**src/common/mgc_map.svh**
```systemverilog
// register indices, field positions, reset values and counts of the block
`ifndef MGC_MAP_SVH
`define MGC_MAP_SVH

// register indices; byte address is four times the index
`define MGC_IDX_WATERMARK 10'h0B4
`define MGC_IDX_CHIP_ID 10'h0C0
`define MGC_IDX_GLOBAL_CTRL 10'h0C6
`define MGC_IDX_IND_CMD 10'h0C8
`define MGC_IDX_IND_DATA_LO 10'h0D0
`define MGC_IDX_IND_DATA_HI 10'h0D2
`define MGC_IDX_PWR_CTRL 10'h0D4
`define MGC_IDX_IRQ_STATUS 10'h0E8
`define MGC_IDX_IRQ_MASK 10'h0EA

// reset values
`define MGC_RST_WATERMARK 12'h040
`define MGC_RST_GLOBAL_CTRL 16'h0835
`define MGC_RST_IND_CMD 16'h0000
`define MGC_RST_IND_DATA 16'h0000
`define MGC_RST_PWR_CTRL 16'h0000

// field positions
`define MGC_GC_LED_SEL 9
`define MGC_CMD_READ_EN 12
`define MGC_CMD_TBL_HI 11
`define MGC_CMD_TBL_LO 10
`define MGC_CMD_ADDR_HI 4
`define MGC_TBL_STATS 2'h3
`define MGC_PC_DELAY_EN 14
`define MGC_PC_POLARITY 12
`define MGC_PC_AUTO_WAKE 7
// writable bits of the power-event control word (5-2 and 15 read zero)
`define MGC_PC_WR_MASK 16'h7FC3

// interrupt status bits
`define MGC_IRQ_IND_DONE 0
`define MGC_IRQ_PWR_EVT 1
`define MGC_IRQ_W 2

// axi responses
`define MGC_RESP_OKAY 2'h0
`define MGC_RESP_SLVERR 2'h2

`endif

```
**src/common/mgc_pkg.sv**
```systemverilog
// types shared by the global configuration register block
package mgc_pkg;

  // decoded fields of the indirect access command
  typedef struct packed {
    logic read_en;
    logic [1:0] table_sel;
    logic [4:0] addr;
  } mgc_cmd_s;

  // decoded fields of the power-event control word
  typedef struct packed {
    logic delay_en;
    logic polarity;
    logic auto_wake;
  } mgc_pwr_s;

  // port led drive pair
  typedef struct packed {
    logic led_one;
    logic led_zero;
  } mgc_led_s;

endpackage

```
**src/rtl/mgc_global_regs.sv**
```systemverilog
// global configuration registers with indirect statistics counter access
//
// Notes on behaviour
// - 12-bit rx overrun watermark in double words, resets to 0x0040.
// - identification register: family 15-8, chip 7-4, revision 3-1 read-only; bit 0 writable.
// - global control bit 9 picks led functions; 1 activity/link, 0 alternate.
// - a write to the indirect command register launches an operation only with bit 12 set and table 11.
// - command bit 12 set reads counter into data, then clears it.
// - table select 11 addresses counters; other codes are reserved for host.
// - command bits 4-0 select one of 32 counters.
// - data low word shows bits 15-0 of the value read.
// - data high word shows bits 31-16 of the value read.
// - delay bit 14 set holds power event until clocks ready.
// - delay bit 0 drives power event at once on trigger.
// - delay setting acts only while auto wake-up bit 7 is set.
// - bit 7 enables automatic wake from energy-detect low power.
// - bit 12 sets power event polarity: 1 high, 0 low.
`timescale 1ns/100ps
`include "mgc_map.svh"

module mgc_global_regs
  import mgc_pkg::*;
#(
  parameter int ADDR_W = 12,
  parameter int CNT_NUM = 32,
  parameter int CNT_W = 32,
  // identification codes; values are arbitrary
  parameter logic [7:0] FAMILY_CODE = 8'h5A,
  parameter logic [3:0] CHIP_CODE = 4'h3,
  parameter logic [2:0] REVISION_CODE = 3'h2
)
(
  // clock and reset
  input wire logic sys_clk,
  input wire logic resetn,
  // axi4-lite write address and data
  input wire logic [ADDR_W-1:0] s_axi_awaddr,
  input wire logic [2:0] s_axi_awprot,
  input wire logic s_axi_awvalid,
  output logic s_axi_awready,
  input wire logic [31:0] s_axi_wdata,
  input wire logic [3:0] s_axi_wstrb,
  input wire logic s_axi_wvalid,
  output logic s_axi_wready,
  // axi4-lite write response
  output logic [1:0] s_axi_bresp,
  output logic s_axi_bvalid,
  input wire logic s_axi_bready,
  // axi4-lite read
  input wire logic [ADDR_W-1:0] s_axi_araddr,
  input wire logic [2:0] s_axi_arprot,
  input wire logic s_axi_arvalid,
  output logic s_axi_arready,
  output logic [31:0] s_axi_rdata,
  output logic [1:0] s_axi_rresp,
  output logic s_axi_rvalid,
  input wire logic s_axi_rready,
  // statistics counter increments, one pulse per counter
  input wire logic [CNT_NUM-1:0] stat_inc,
  // port status for led indication
  input wire logic link_up,
  input wire logic activity,
  input wire logic speed_100,
  // wake-up side
  input wire logic wake_event,
  input wire logic clocks_ready,
  // configuration outputs
  output logic [11:0] rx_overrun_watermark,
  output logic auto_wake_enable,
  // indicators and interrupt
  output logic port_led_one,
  output logic port_led_zero,
  output logic power_event_output,
  output logic irq
);

  // ==========================================================================
  // helpers
  function automatic logic addr_hit(input logic [ADDR_W-1:0] a,
                                    input logic [9:0] idx);
    addr_hit = (a == ADDR_W'({idx, 2'b00}));
  endfunction

  function automatic logic addr_known(input logic [ADDR_W-1:0] a);
    addr_known = addr_hit(a, `MGC_IDX_WATERMARK)
      | addr_hit(a, `MGC_IDX_CHIP_ID)
      | addr_hit(a, `MGC_IDX_GLOBAL_CTRL)
      | addr_hit(a, `MGC_IDX_IND_CMD)
      | addr_hit(a, `MGC_IDX_IND_DATA_LO)
      | addr_hit(a, `MGC_IDX_IND_DATA_HI)
      | addr_hit(a, `MGC_IDX_PWR_CTRL)
      | addr_hit(a, `MGC_IDX_IRQ_STATUS)
      | addr_hit(a, `MGC_IDX_IRQ_MASK);
  endfunction

  // byte-lane merge of a 16-bit register
  function automatic logic [15:0] merge16(input logic [15:0] old,
                                          input logic [31:0] wd,
                                          input logic [3:0] st);
    merge16[7:0] = st[0] ? wd[7:0] : old[7:0];
    merge16[15:8] = st[1] ? wd[15:8] : old[15:8];
  endfunction

  // ==========================================================================
  // register storage
  logic [11:0] watermark;
  logic chip_spare;
  logic [15:0] global_control;
  logic [15:0] indirect_access_command;
  logic [15:0] indirect_data_low;
  logic [15:0] indirect_data_high;
  logic [15:0] power_event_control;
  logic [`MGC_IRQ_W-1:0] irq_status;
  logic [`MGC_IRQ_W-1:0] irq_mask;
  logic [CNT_W-1:0] stat_cnt [CNT_NUM];
  logic pwr_active_q;

  // ==========================================================================
  // bus handshakes
  wire logic wr_fire = s_axi_awready & s_axi_awvalid
    & s_axi_wready & s_axi_wvalid;
  wire logic rd_fire = s_axi_arready & s_axi_arvalid;
  wire logic wr_start = s_axi_awvalid & s_axi_wvalid & ~s_axi_awready
    & ~s_axi_bvalid;
  wire logic rd_start = s_axi_arvalid & ~s_axi_arready & ~s_axi_rvalid;

  wire logic wr_wm = wr_fire & addr_hit(s_axi_awaddr, `MGC_IDX_WATERMARK);
  wire logic wr_id = wr_fire & addr_hit(s_axi_awaddr, `MGC_IDX_CHIP_ID);
  wire logic wr_gc = wr_fire & addr_hit(s_axi_awaddr, `MGC_IDX_GLOBAL_CTRL);
  wire logic wr_cmd = wr_fire & addr_hit(s_axi_awaddr, `MGC_IDX_IND_CMD);
  wire logic wr_dlo = wr_fire & addr_hit(s_axi_awaddr, `MGC_IDX_IND_DATA_LO);
  wire logic wr_dhi = wr_fire & addr_hit(s_axi_awaddr, `MGC_IDX_IND_DATA_HI);
  wire logic wr_pc = wr_fire & addr_hit(s_axi_awaddr, `MGC_IDX_PWR_CTRL);
  wire logic wr_msk = wr_fire & addr_hit(s_axi_awaddr, `MGC_IDX_IRQ_MASK);
  wire logic rd_sts = rd_fire & addr_hit(s_axi_araddr, `MGC_IDX_IRQ_STATUS);

  // ==========================================================================
  // indirect command decode
  wire logic [15:0] cmd_word = merge16(indirect_access_command, s_axi_wdata,
                                       s_axi_wstrb);
  wire mgc_cmd_s cmd = '{read_en: cmd_word[`MGC_CMD_READ_EN],
                         table_sel: cmd_word[`MGC_CMD_TBL_HI:`MGC_CMD_TBL_LO],
                         addr: cmd_word[`MGC_CMD_ADDR_HI:0]};
  // reserved table codes do nothing; only the counter table is served
  wire logic ind_read = wr_cmd & cmd.read_en
    & (cmd.table_sel == `MGC_TBL_STATS);
  wire logic [CNT_W-1:0] sel_cnt = stat_cnt[cmd.addr];

  // ==========================================================================
  // power event
  wire mgc_pwr_s pwr = '{delay_en: power_event_control[`MGC_PC_DELAY_EN],
                         polarity: power_event_control[`MGC_PC_POLARITY],
                         auto_wake: power_event_control[`MGC_PC_AUTO_WAKE]};
  // holdoff applies only when both delay and auto wake are set
  wire logic pwr_hold = pwr.delay_en & pwr.auto_wake;
  wire logic pwr_active = wake_event
    & (~pwr_hold | clocks_ready);
  wire logic pwr_level = pwr.polarity ? pwr_active : ~pwr_active;

  // ==========================================================================
  // led selection
  wire mgc_led_s led_next = global_control[`MGC_GC_LED_SEL]
    ? mgc_led_s'{led_one: activity, led_zero: link_up}
    : mgc_led_s'{led_one: speed_100, led_zero: link_up & activity};

  // ==========================================================================
  // interrupt events
  wire logic [`MGC_IRQ_W-1:0] irq_set = {pwr_active & ~pwr_active_q,
                                         ind_read};
  wire logic [`MGC_IRQ_W-1:0] irq_keep = rd_sts ? '0 : irq_status;

  // ==========================================================================
  // read mux
  logic [15:0] rd_word;
  always_comb
  begin
    rd_word = 16'h0000;
    if (addr_hit(s_axi_araddr, `MGC_IDX_WATERMARK))
      rd_word = {4'h0, watermark};
    else if (addr_hit(s_axi_araddr, `MGC_IDX_CHIP_ID))
      rd_word = {FAMILY_CODE, CHIP_CODE, REVISION_CODE, chip_spare};
    else if (addr_hit(s_axi_araddr, `MGC_IDX_GLOBAL_CTRL))
      rd_word = global_control;
    else if (addr_hit(s_axi_araddr, `MGC_IDX_IND_CMD))
      rd_word = indirect_access_command;
    else if (addr_hit(s_axi_araddr, `MGC_IDX_IND_DATA_LO))
      rd_word = indirect_data_low;
    else if (addr_hit(s_axi_araddr, `MGC_IDX_IND_DATA_HI))
      rd_word = indirect_data_high;
    else if (addr_hit(s_axi_araddr, `MGC_IDX_PWR_CTRL))
      rd_word = power_event_control;
    else if (addr_hit(s_axi_araddr, `MGC_IDX_IRQ_STATUS))
      rd_word = {14'h0000, irq_status};
    else if (addr_hit(s_axi_araddr, `MGC_IDX_IRQ_MASK))
      rd_word = {14'h0000, irq_mask};
  end

  // ==========================================================================
  // axi write channel
  always_ff @(posedge sys_clk or negedge resetn)
  begin
    if (!resetn)
    begin
      s_axi_awready <= 1'b0;
      s_axi_wready <= 1'b0;
      s_axi_bvalid <= 1'b0;
      s_axi_bresp <= `MGC_RESP_OKAY;
    end
    else
    begin
      s_axi_awready <= wr_start;
      s_axi_wready <= wr_start;
      if (wr_fire)
      begin
        s_axi_bvalid <= 1'b1;
        s_axi_bresp <= addr_known(s_axi_awaddr) ? `MGC_RESP_OKAY
                                                 : `MGC_RESP_SLVERR;
      end
      else if (s_axi_bready)
        s_axi_bvalid <= 1'b0;
    end
  end

  // ==========================================================================
  // axi read channel
  always_ff @(posedge sys_clk or negedge resetn)
  begin
    if (!resetn)
    begin
      s_axi_arready <= 1'b0;
      s_axi_rvalid <= 1'b0;
      s_axi_rdata <= 32'h0000_0000;
      s_axi_rresp <= `MGC_RESP_OKAY;
    end
    else
    begin
      s_axi_arready <= rd_start;
      if (rd_fire)
      begin
        s_axi_rvalid <= 1'b1;
        s_axi_rdata <= {16'h0000, rd_word};
        s_axi_rresp <= addr_known(s_axi_araddr) ? `MGC_RESP_OKAY
                                                 : `MGC_RESP_SLVERR;
      end
      else if (s_axi_rready)
        s_axi_rvalid <= 1'b0;
    end
  end

  // ==========================================================================
  // configuration registers
  always_ff @(posedge sys_clk or negedge resetn)
  begin
    if (!resetn)
    begin
      watermark <= `MGC_RST_WATERMARK;
      chip_spare <= 1'b0;
      global_control <= `MGC_RST_GLOBAL_CTRL;
      indirect_access_command <= `MGC_RST_IND_CMD;
      power_event_control <= `MGC_RST_PWR_CTRL;
      irq_mask <= '0;
    end
    else
    begin
      if (wr_wm)
        watermark <= 12'(merge16({4'h0, watermark}, s_axi_wdata,
                                 s_axi_wstrb));
      if (wr_id && s_axi_wstrb[0])
        chip_spare <= s_axi_wdata[0];
      if (wr_gc)
        global_control <= merge16(global_control, s_axi_wdata,
                                  s_axi_wstrb);
      if (wr_cmd)
        indirect_access_command <= cmd_word;
      if (wr_pc)
        power_event_control <= merge16(power_event_control, s_axi_wdata,
                                       s_axi_wstrb) & `MGC_PC_WR_MASK;
      if (wr_msk && s_axi_wstrb[0])
        irq_mask <= s_axi_wdata[`MGC_IRQ_W-1:0];
    end
  end

  // ==========================================================================
  // indirect data words; a counter read overrides a host write
  always_ff @(posedge sys_clk or negedge resetn)
  begin
    if (!resetn)
    begin
      indirect_data_low <= `MGC_RST_IND_DATA;
      indirect_data_high <= `MGC_RST_IND_DATA;
    end
    else if (ind_read)
    begin
      indirect_data_low <= sel_cnt[15:0];
      indirect_data_high <= sel_cnt[31:16];
    end
    else
    begin
      if (wr_dlo)
        indirect_data_low <= merge16(indirect_data_low, s_axi_wdata,
                                     s_axi_wstrb);
      if (wr_dhi)
        indirect_data_high <= merge16(indirect_data_high, s_axi_wdata,
                                      s_axi_wstrb);
    end
  end

  // ==========================================================================
  // statistics counters; an increment in the clearing cycle is kept
  always_ff @(posedge sys_clk or negedge resetn)
  begin
    if (!resetn)
    begin
      for (int i = 0; i < CNT_NUM; i++)
        stat_cnt[i] <= '0;
    end
    else
    begin
      for (int i = 0; i < CNT_NUM; i++)
      begin
        if (ind_read && cmd.addr == 5'(i))
          stat_cnt[i] <= CNT_W'(stat_inc[i]);
        else if (stat_inc[i])
          stat_cnt[i] <= stat_cnt[i] + CNT_W'(1);
      end
    end
  end

  // ==========================================================================
  // interrupt status, clear on read, set wins over the clear
  always_ff @(posedge sys_clk or negedge resetn)
  begin
    if (!resetn)
    begin
      irq_status <= '0;
      pwr_active_q <= 1'b0;
      irq <= 1'b0;
    end
    else
    begin
      irq_status <= irq_keep | irq_set;
      pwr_active_q <= pwr_active;
      irq <= |((irq_keep | irq_set) & irq_mask);
    end
  end

  // ==========================================================================
  // registered outputs
  always_ff @(posedge sys_clk or negedge resetn)
  begin
    if (!resetn)
    begin
      rx_overrun_watermark <= `MGC_RST_WATERMARK;
      auto_wake_enable <= 1'b0;
      port_led_one <= 1'b0;
      port_led_zero <= 1'b0;
      // reset polarity bit is 0, so the idle level is high
      power_event_output <= 1'b1;
    end
    else
    begin
      rx_overrun_watermark <= watermark;
      auto_wake_enable <= pwr.auto_wake;
      port_led_one <= led_next.led_one;
      port_led_zero <= led_next.led_zero;
      power_event_output <= pwr_level;
    end
  end

endmodule

```
**config.mk**
```make
export PLATFORM = sky130hd
export DESIGN_NAME = mgc_global_regs
export DESIGN_NICKNAME = d
export VERILOG_FILES = /design/src/common/mgc_pkg.sv /design/src/rtl/mgc_global_regs.sv
export VERILOG_INCLUDE_DIRS = /design/src /design/src/common
export SDC_FILE = /design/constraint.sdc
export NUM_CORES = 2
export LEC_CHECK = 0
export BUFFER_PORTS_ARGS = -buffer_cell sky130_fd_sc_hd__buf_2
export CAP_MARGIN = 10
export CORE_ASPECT_RATIO = 0.9
export CORE_UTILIZATION = 46
export CTS_BUF_LIST = sky130_fd_sc_hd__clkbuf_8
export DETAILED_ROUTE_END_ITERATION = 10
export PLACE_DENSITY = 0.68
export SLEW_MARGIN = 30
export SYNTH_ARGS = -nofsm -noshare
export SYNTH_HDL_FRONTEND = slang
export SYNTH_SLANG_ARGS = --single-unit
export TNS_END_PERCENT = 100
```
**constraint.sdc**
```tcl
create_clock -name sys_clk -period 2.3 [get_ports sys_clk]
set_input_delay 0.46 -clock sys_clk [delete_from_list [all_inputs] [get_ports sys_clk]]
set_output_delay 0.46 -clock sys_clk [all_outputs]
set_load 0.01 [all_outputs]
```
==> out/results.tsv <==
metric	value	unit
synth_ff_type	dfrtp_1	
end_kind	register	
fp.dieH	354	microns
cts_buffer_depth	3	
io_buffers	125	
syn_to_final_growth	26.4	%
cts_max_level	4	
p_leak	36.3	nW
ios	168	
hold_slack	87.4	ps
netlist.top_cell.by_area	dfrtp_1	
synth_area	63200	sq um
p_total	0.0547	W
clk_pin_slew	70	ps
synth_warnings	0	
maxSlewViolCount	0	
hold_viol	0	
ys_seq_area_share	45.8	%
final-seq-area	28900	sq um
syn_area_per_cell	9.99	sq um
cts-root-buf	clkbuf_8	
clkLatencyLatePin	970	ps
core_area	136000	sq um
first_global_vias	52800	
drive_above_1_share	24.4	%
fillers	11300	
antenna_found_initial	9	
vias_per_cell	5.99	
finalCritPeriodShare	119	%
maxCapViolCount	0	
yosys-top-cells-area	dfrtp_1 45%, xor2_1 7.7%, mux4_2 7.4%	
fp.dieArea	139000	sq um
grt-ovfl-total	0	
multi_input_area	34000	sq um
cts_tree	yes	
final_nets	7475	
finalWirelength	221000	microns
startpoint_type	register	
grt_usage	31.6	%
die_x	393	microns
vdd_drop_max	0.526	mV
syn_inst	6328	
synth_cell_types	75	
path_class	register to register	
finalSetupViolCount	32	
final_common_cell	dfrtp_1	
final_antenna_net_count	0	
wl_per_cell	23.7	microns
arrival	3560	ps
power.density	685	nW/um^2
cts_made_buffers	196	
first_pass_iters	9	
grt_pass1_wl	331000	microns
start_util	46.5	%
final_cell_mix	1143 x dfrtp_1, 1105 x nor2_1, 702 x buf_4, 558 x xor2_1, 494 x nand2_1	
final_util	58.8	%
ys_seq_elements	1156	
rsz0062_at_grt	true	
clock-sinks	1156	
grt_max_degree	112	
hold_class	primary input to register	
vias	55800	
drc_errors	0	
dpl.hpwl	168000	microns
synth_edf_count	0	
setup_ws	-438	ps
num_rows	128	
drtIter0Drc	6756	
required	3120	ps
finClkSkew	60.5	ps
violations	negative setup slack	
relSlewSlack	51.3	%
cp_max_fo	7	
synth.top_cell.area_share	45.5	%
worstMarginPinSlew	721	ps
period_minus_slack	2740	ps
status	finished with violations	
synthArstFlopShare	100	%
gp_congestion	1.03	
fmax	0.365	GHz
==> per-layer routing <==
metal	global-route usage [%]	part of all wire (%)	up-vias
li1	-	-	24300
met1	47.1	43	27900
met2	42.5	41	3092
met3	9.71	13	471
met4	11.9	3.9	8
met5	0	0.024	-
==> state kept, by name, indices dropped and copies added, names as in the netlist, 11 cells and up <==
name and flops:
indirect_access_command 16, rx_overrun_watermark 12, indirect_data_low 16, stat_cnt 1024
indirect_data_high 16, global_control 16, watermark 12, power_event_control 11
s_axi_rdata 16
==> area by class of cell <==
| cell class | instances | share of cell area, % |
|---|---|---|
| Multi-Input combinational cell | 4816 | 42.5 |
| Clock buffer | 262 | 4.51 |
| Sequential cell | 1156 | 36.2 |
| Inverter | 86 | 0.404 |
| Clock inverter | 99 | 0.875 |
| Tap cell | 1820 | 2.85 |
| Timing Repair Buffer | 1077 | 12.6 |
| Antenna cell | 5 | 0.0157 |
==> synthesized netlist by cell type (17+ instances only) <==
| cell type | instances |
|---|---|
| nand2_1 | 516 |
| nor3_1 | 124 |
| o21ai_0 | 138 |
| buf_2 | 124 |
| mux2_2 | 65 |
| and4_1 | 81 |
| buf_4 | 25 |
| a21oi_1 | 116 |
| o221ai_1 | 23 |
| and3_1 | 200 |
| or3_1 | 94 |
| a222oi_1 | 17 |
| a31oi_1 | 19 |
| nor3_2 | 24 |
| nor2_1 | 1109 |
| nand2b_1 | 43 |
| o22ai_1 | 34 |
| mux2i_1 | 136 |
| inv_1 | 86 |
| nand3_1 | 342 |
| dfrtp_1 | 1148 |
| nor4_1 | 37 |
| xor2_1 | 558 |
| mux4_2 | 207 |
| nand4_1 | 276 |
| and2_1 | 27 |
| nor2b_1 | 21 |
| a22oi_1 | 50 |
| clkbuf_1 | 132 |
| xnor2_1 | 364 |
| ha_1 | 32 |
==> kinds of logic after synthesis <==
family	count (synthesis)	share of synthesized area, %
simple gates	2974	22.9
other cells	1	0.00593
mux	408	10.7
flops	1156	45.8
xor+xnor	922	12.8
buf+inv	373	2.61
compound gates	462	4.57
fa+ha+maj	32	0.634
==> through the flow <==
step	setup TNS (ps)	cell area [sq um]	setup WS [ps]	cells
after floorplan	-136160	63400	-159	6345
after global placement	-358540	72700	-1090	8811
after detailed placement	-370660	72700	-1120	8811
after CTS	-9250	79100	-376	9279
after global routing	-11520	79900	-452	9320
final	-10550	79900	-438	9321
==> report_power, final <==
| group | internal (W) | total, W | leakage [nW] | switching, W |
|---|---|---|---|---|
| Sequential | 0.0223 | 0.0252 | 15.6 | 0.00289 |
| Combinational | 0.00431 | 0.00935 | 18.3 | 0.00504 |
| Clock | 0.0110 | 0.0202 | 2.45 | 0.00917 |
==> final timing paths <==
path / from / endpoint / slack, ps / cells after the start
hold reg to reg: watermark[1] / rx_overrun_watermark[1] / 390 / 0
hold / removal: s_axi_awaddr[3] / irq_mask[0] / 90 / 4
max in group asynchronous: resetn / stat_cnt[609] / 1400 / 3
min in group asynchronous: resetn / stat_cnt[876] / 210 / 3
setup reg to reg: indirect_access_command[0] / indirect_data_high[8] / -440 / 10
setup / recovery: indirect_access_command[0] / indirect_data_high[8] / -440 / 10
==> critical path: stages (launching register included) <==
cell	delay [ps]
dfrtp_2	450
mux2i_4	210
buf_12	160
buf_16	160
buf_12	130
buf_16	120
buf_8	110
mux4_2	510
nand2_1	150
nand4_1	290
a21o_1	280
==> repair_timing <==
item,in CTS,in global routing
endpoints found under the setup margin,32,933
setup buffers,39,41
hold buffers,67,0
cloned,8,4
pin swaps,71,57
gates resized for setup,192,107
endpoints found under the hold margin,1116,0
Note: power is estimated with default switching activity, not from simulation.
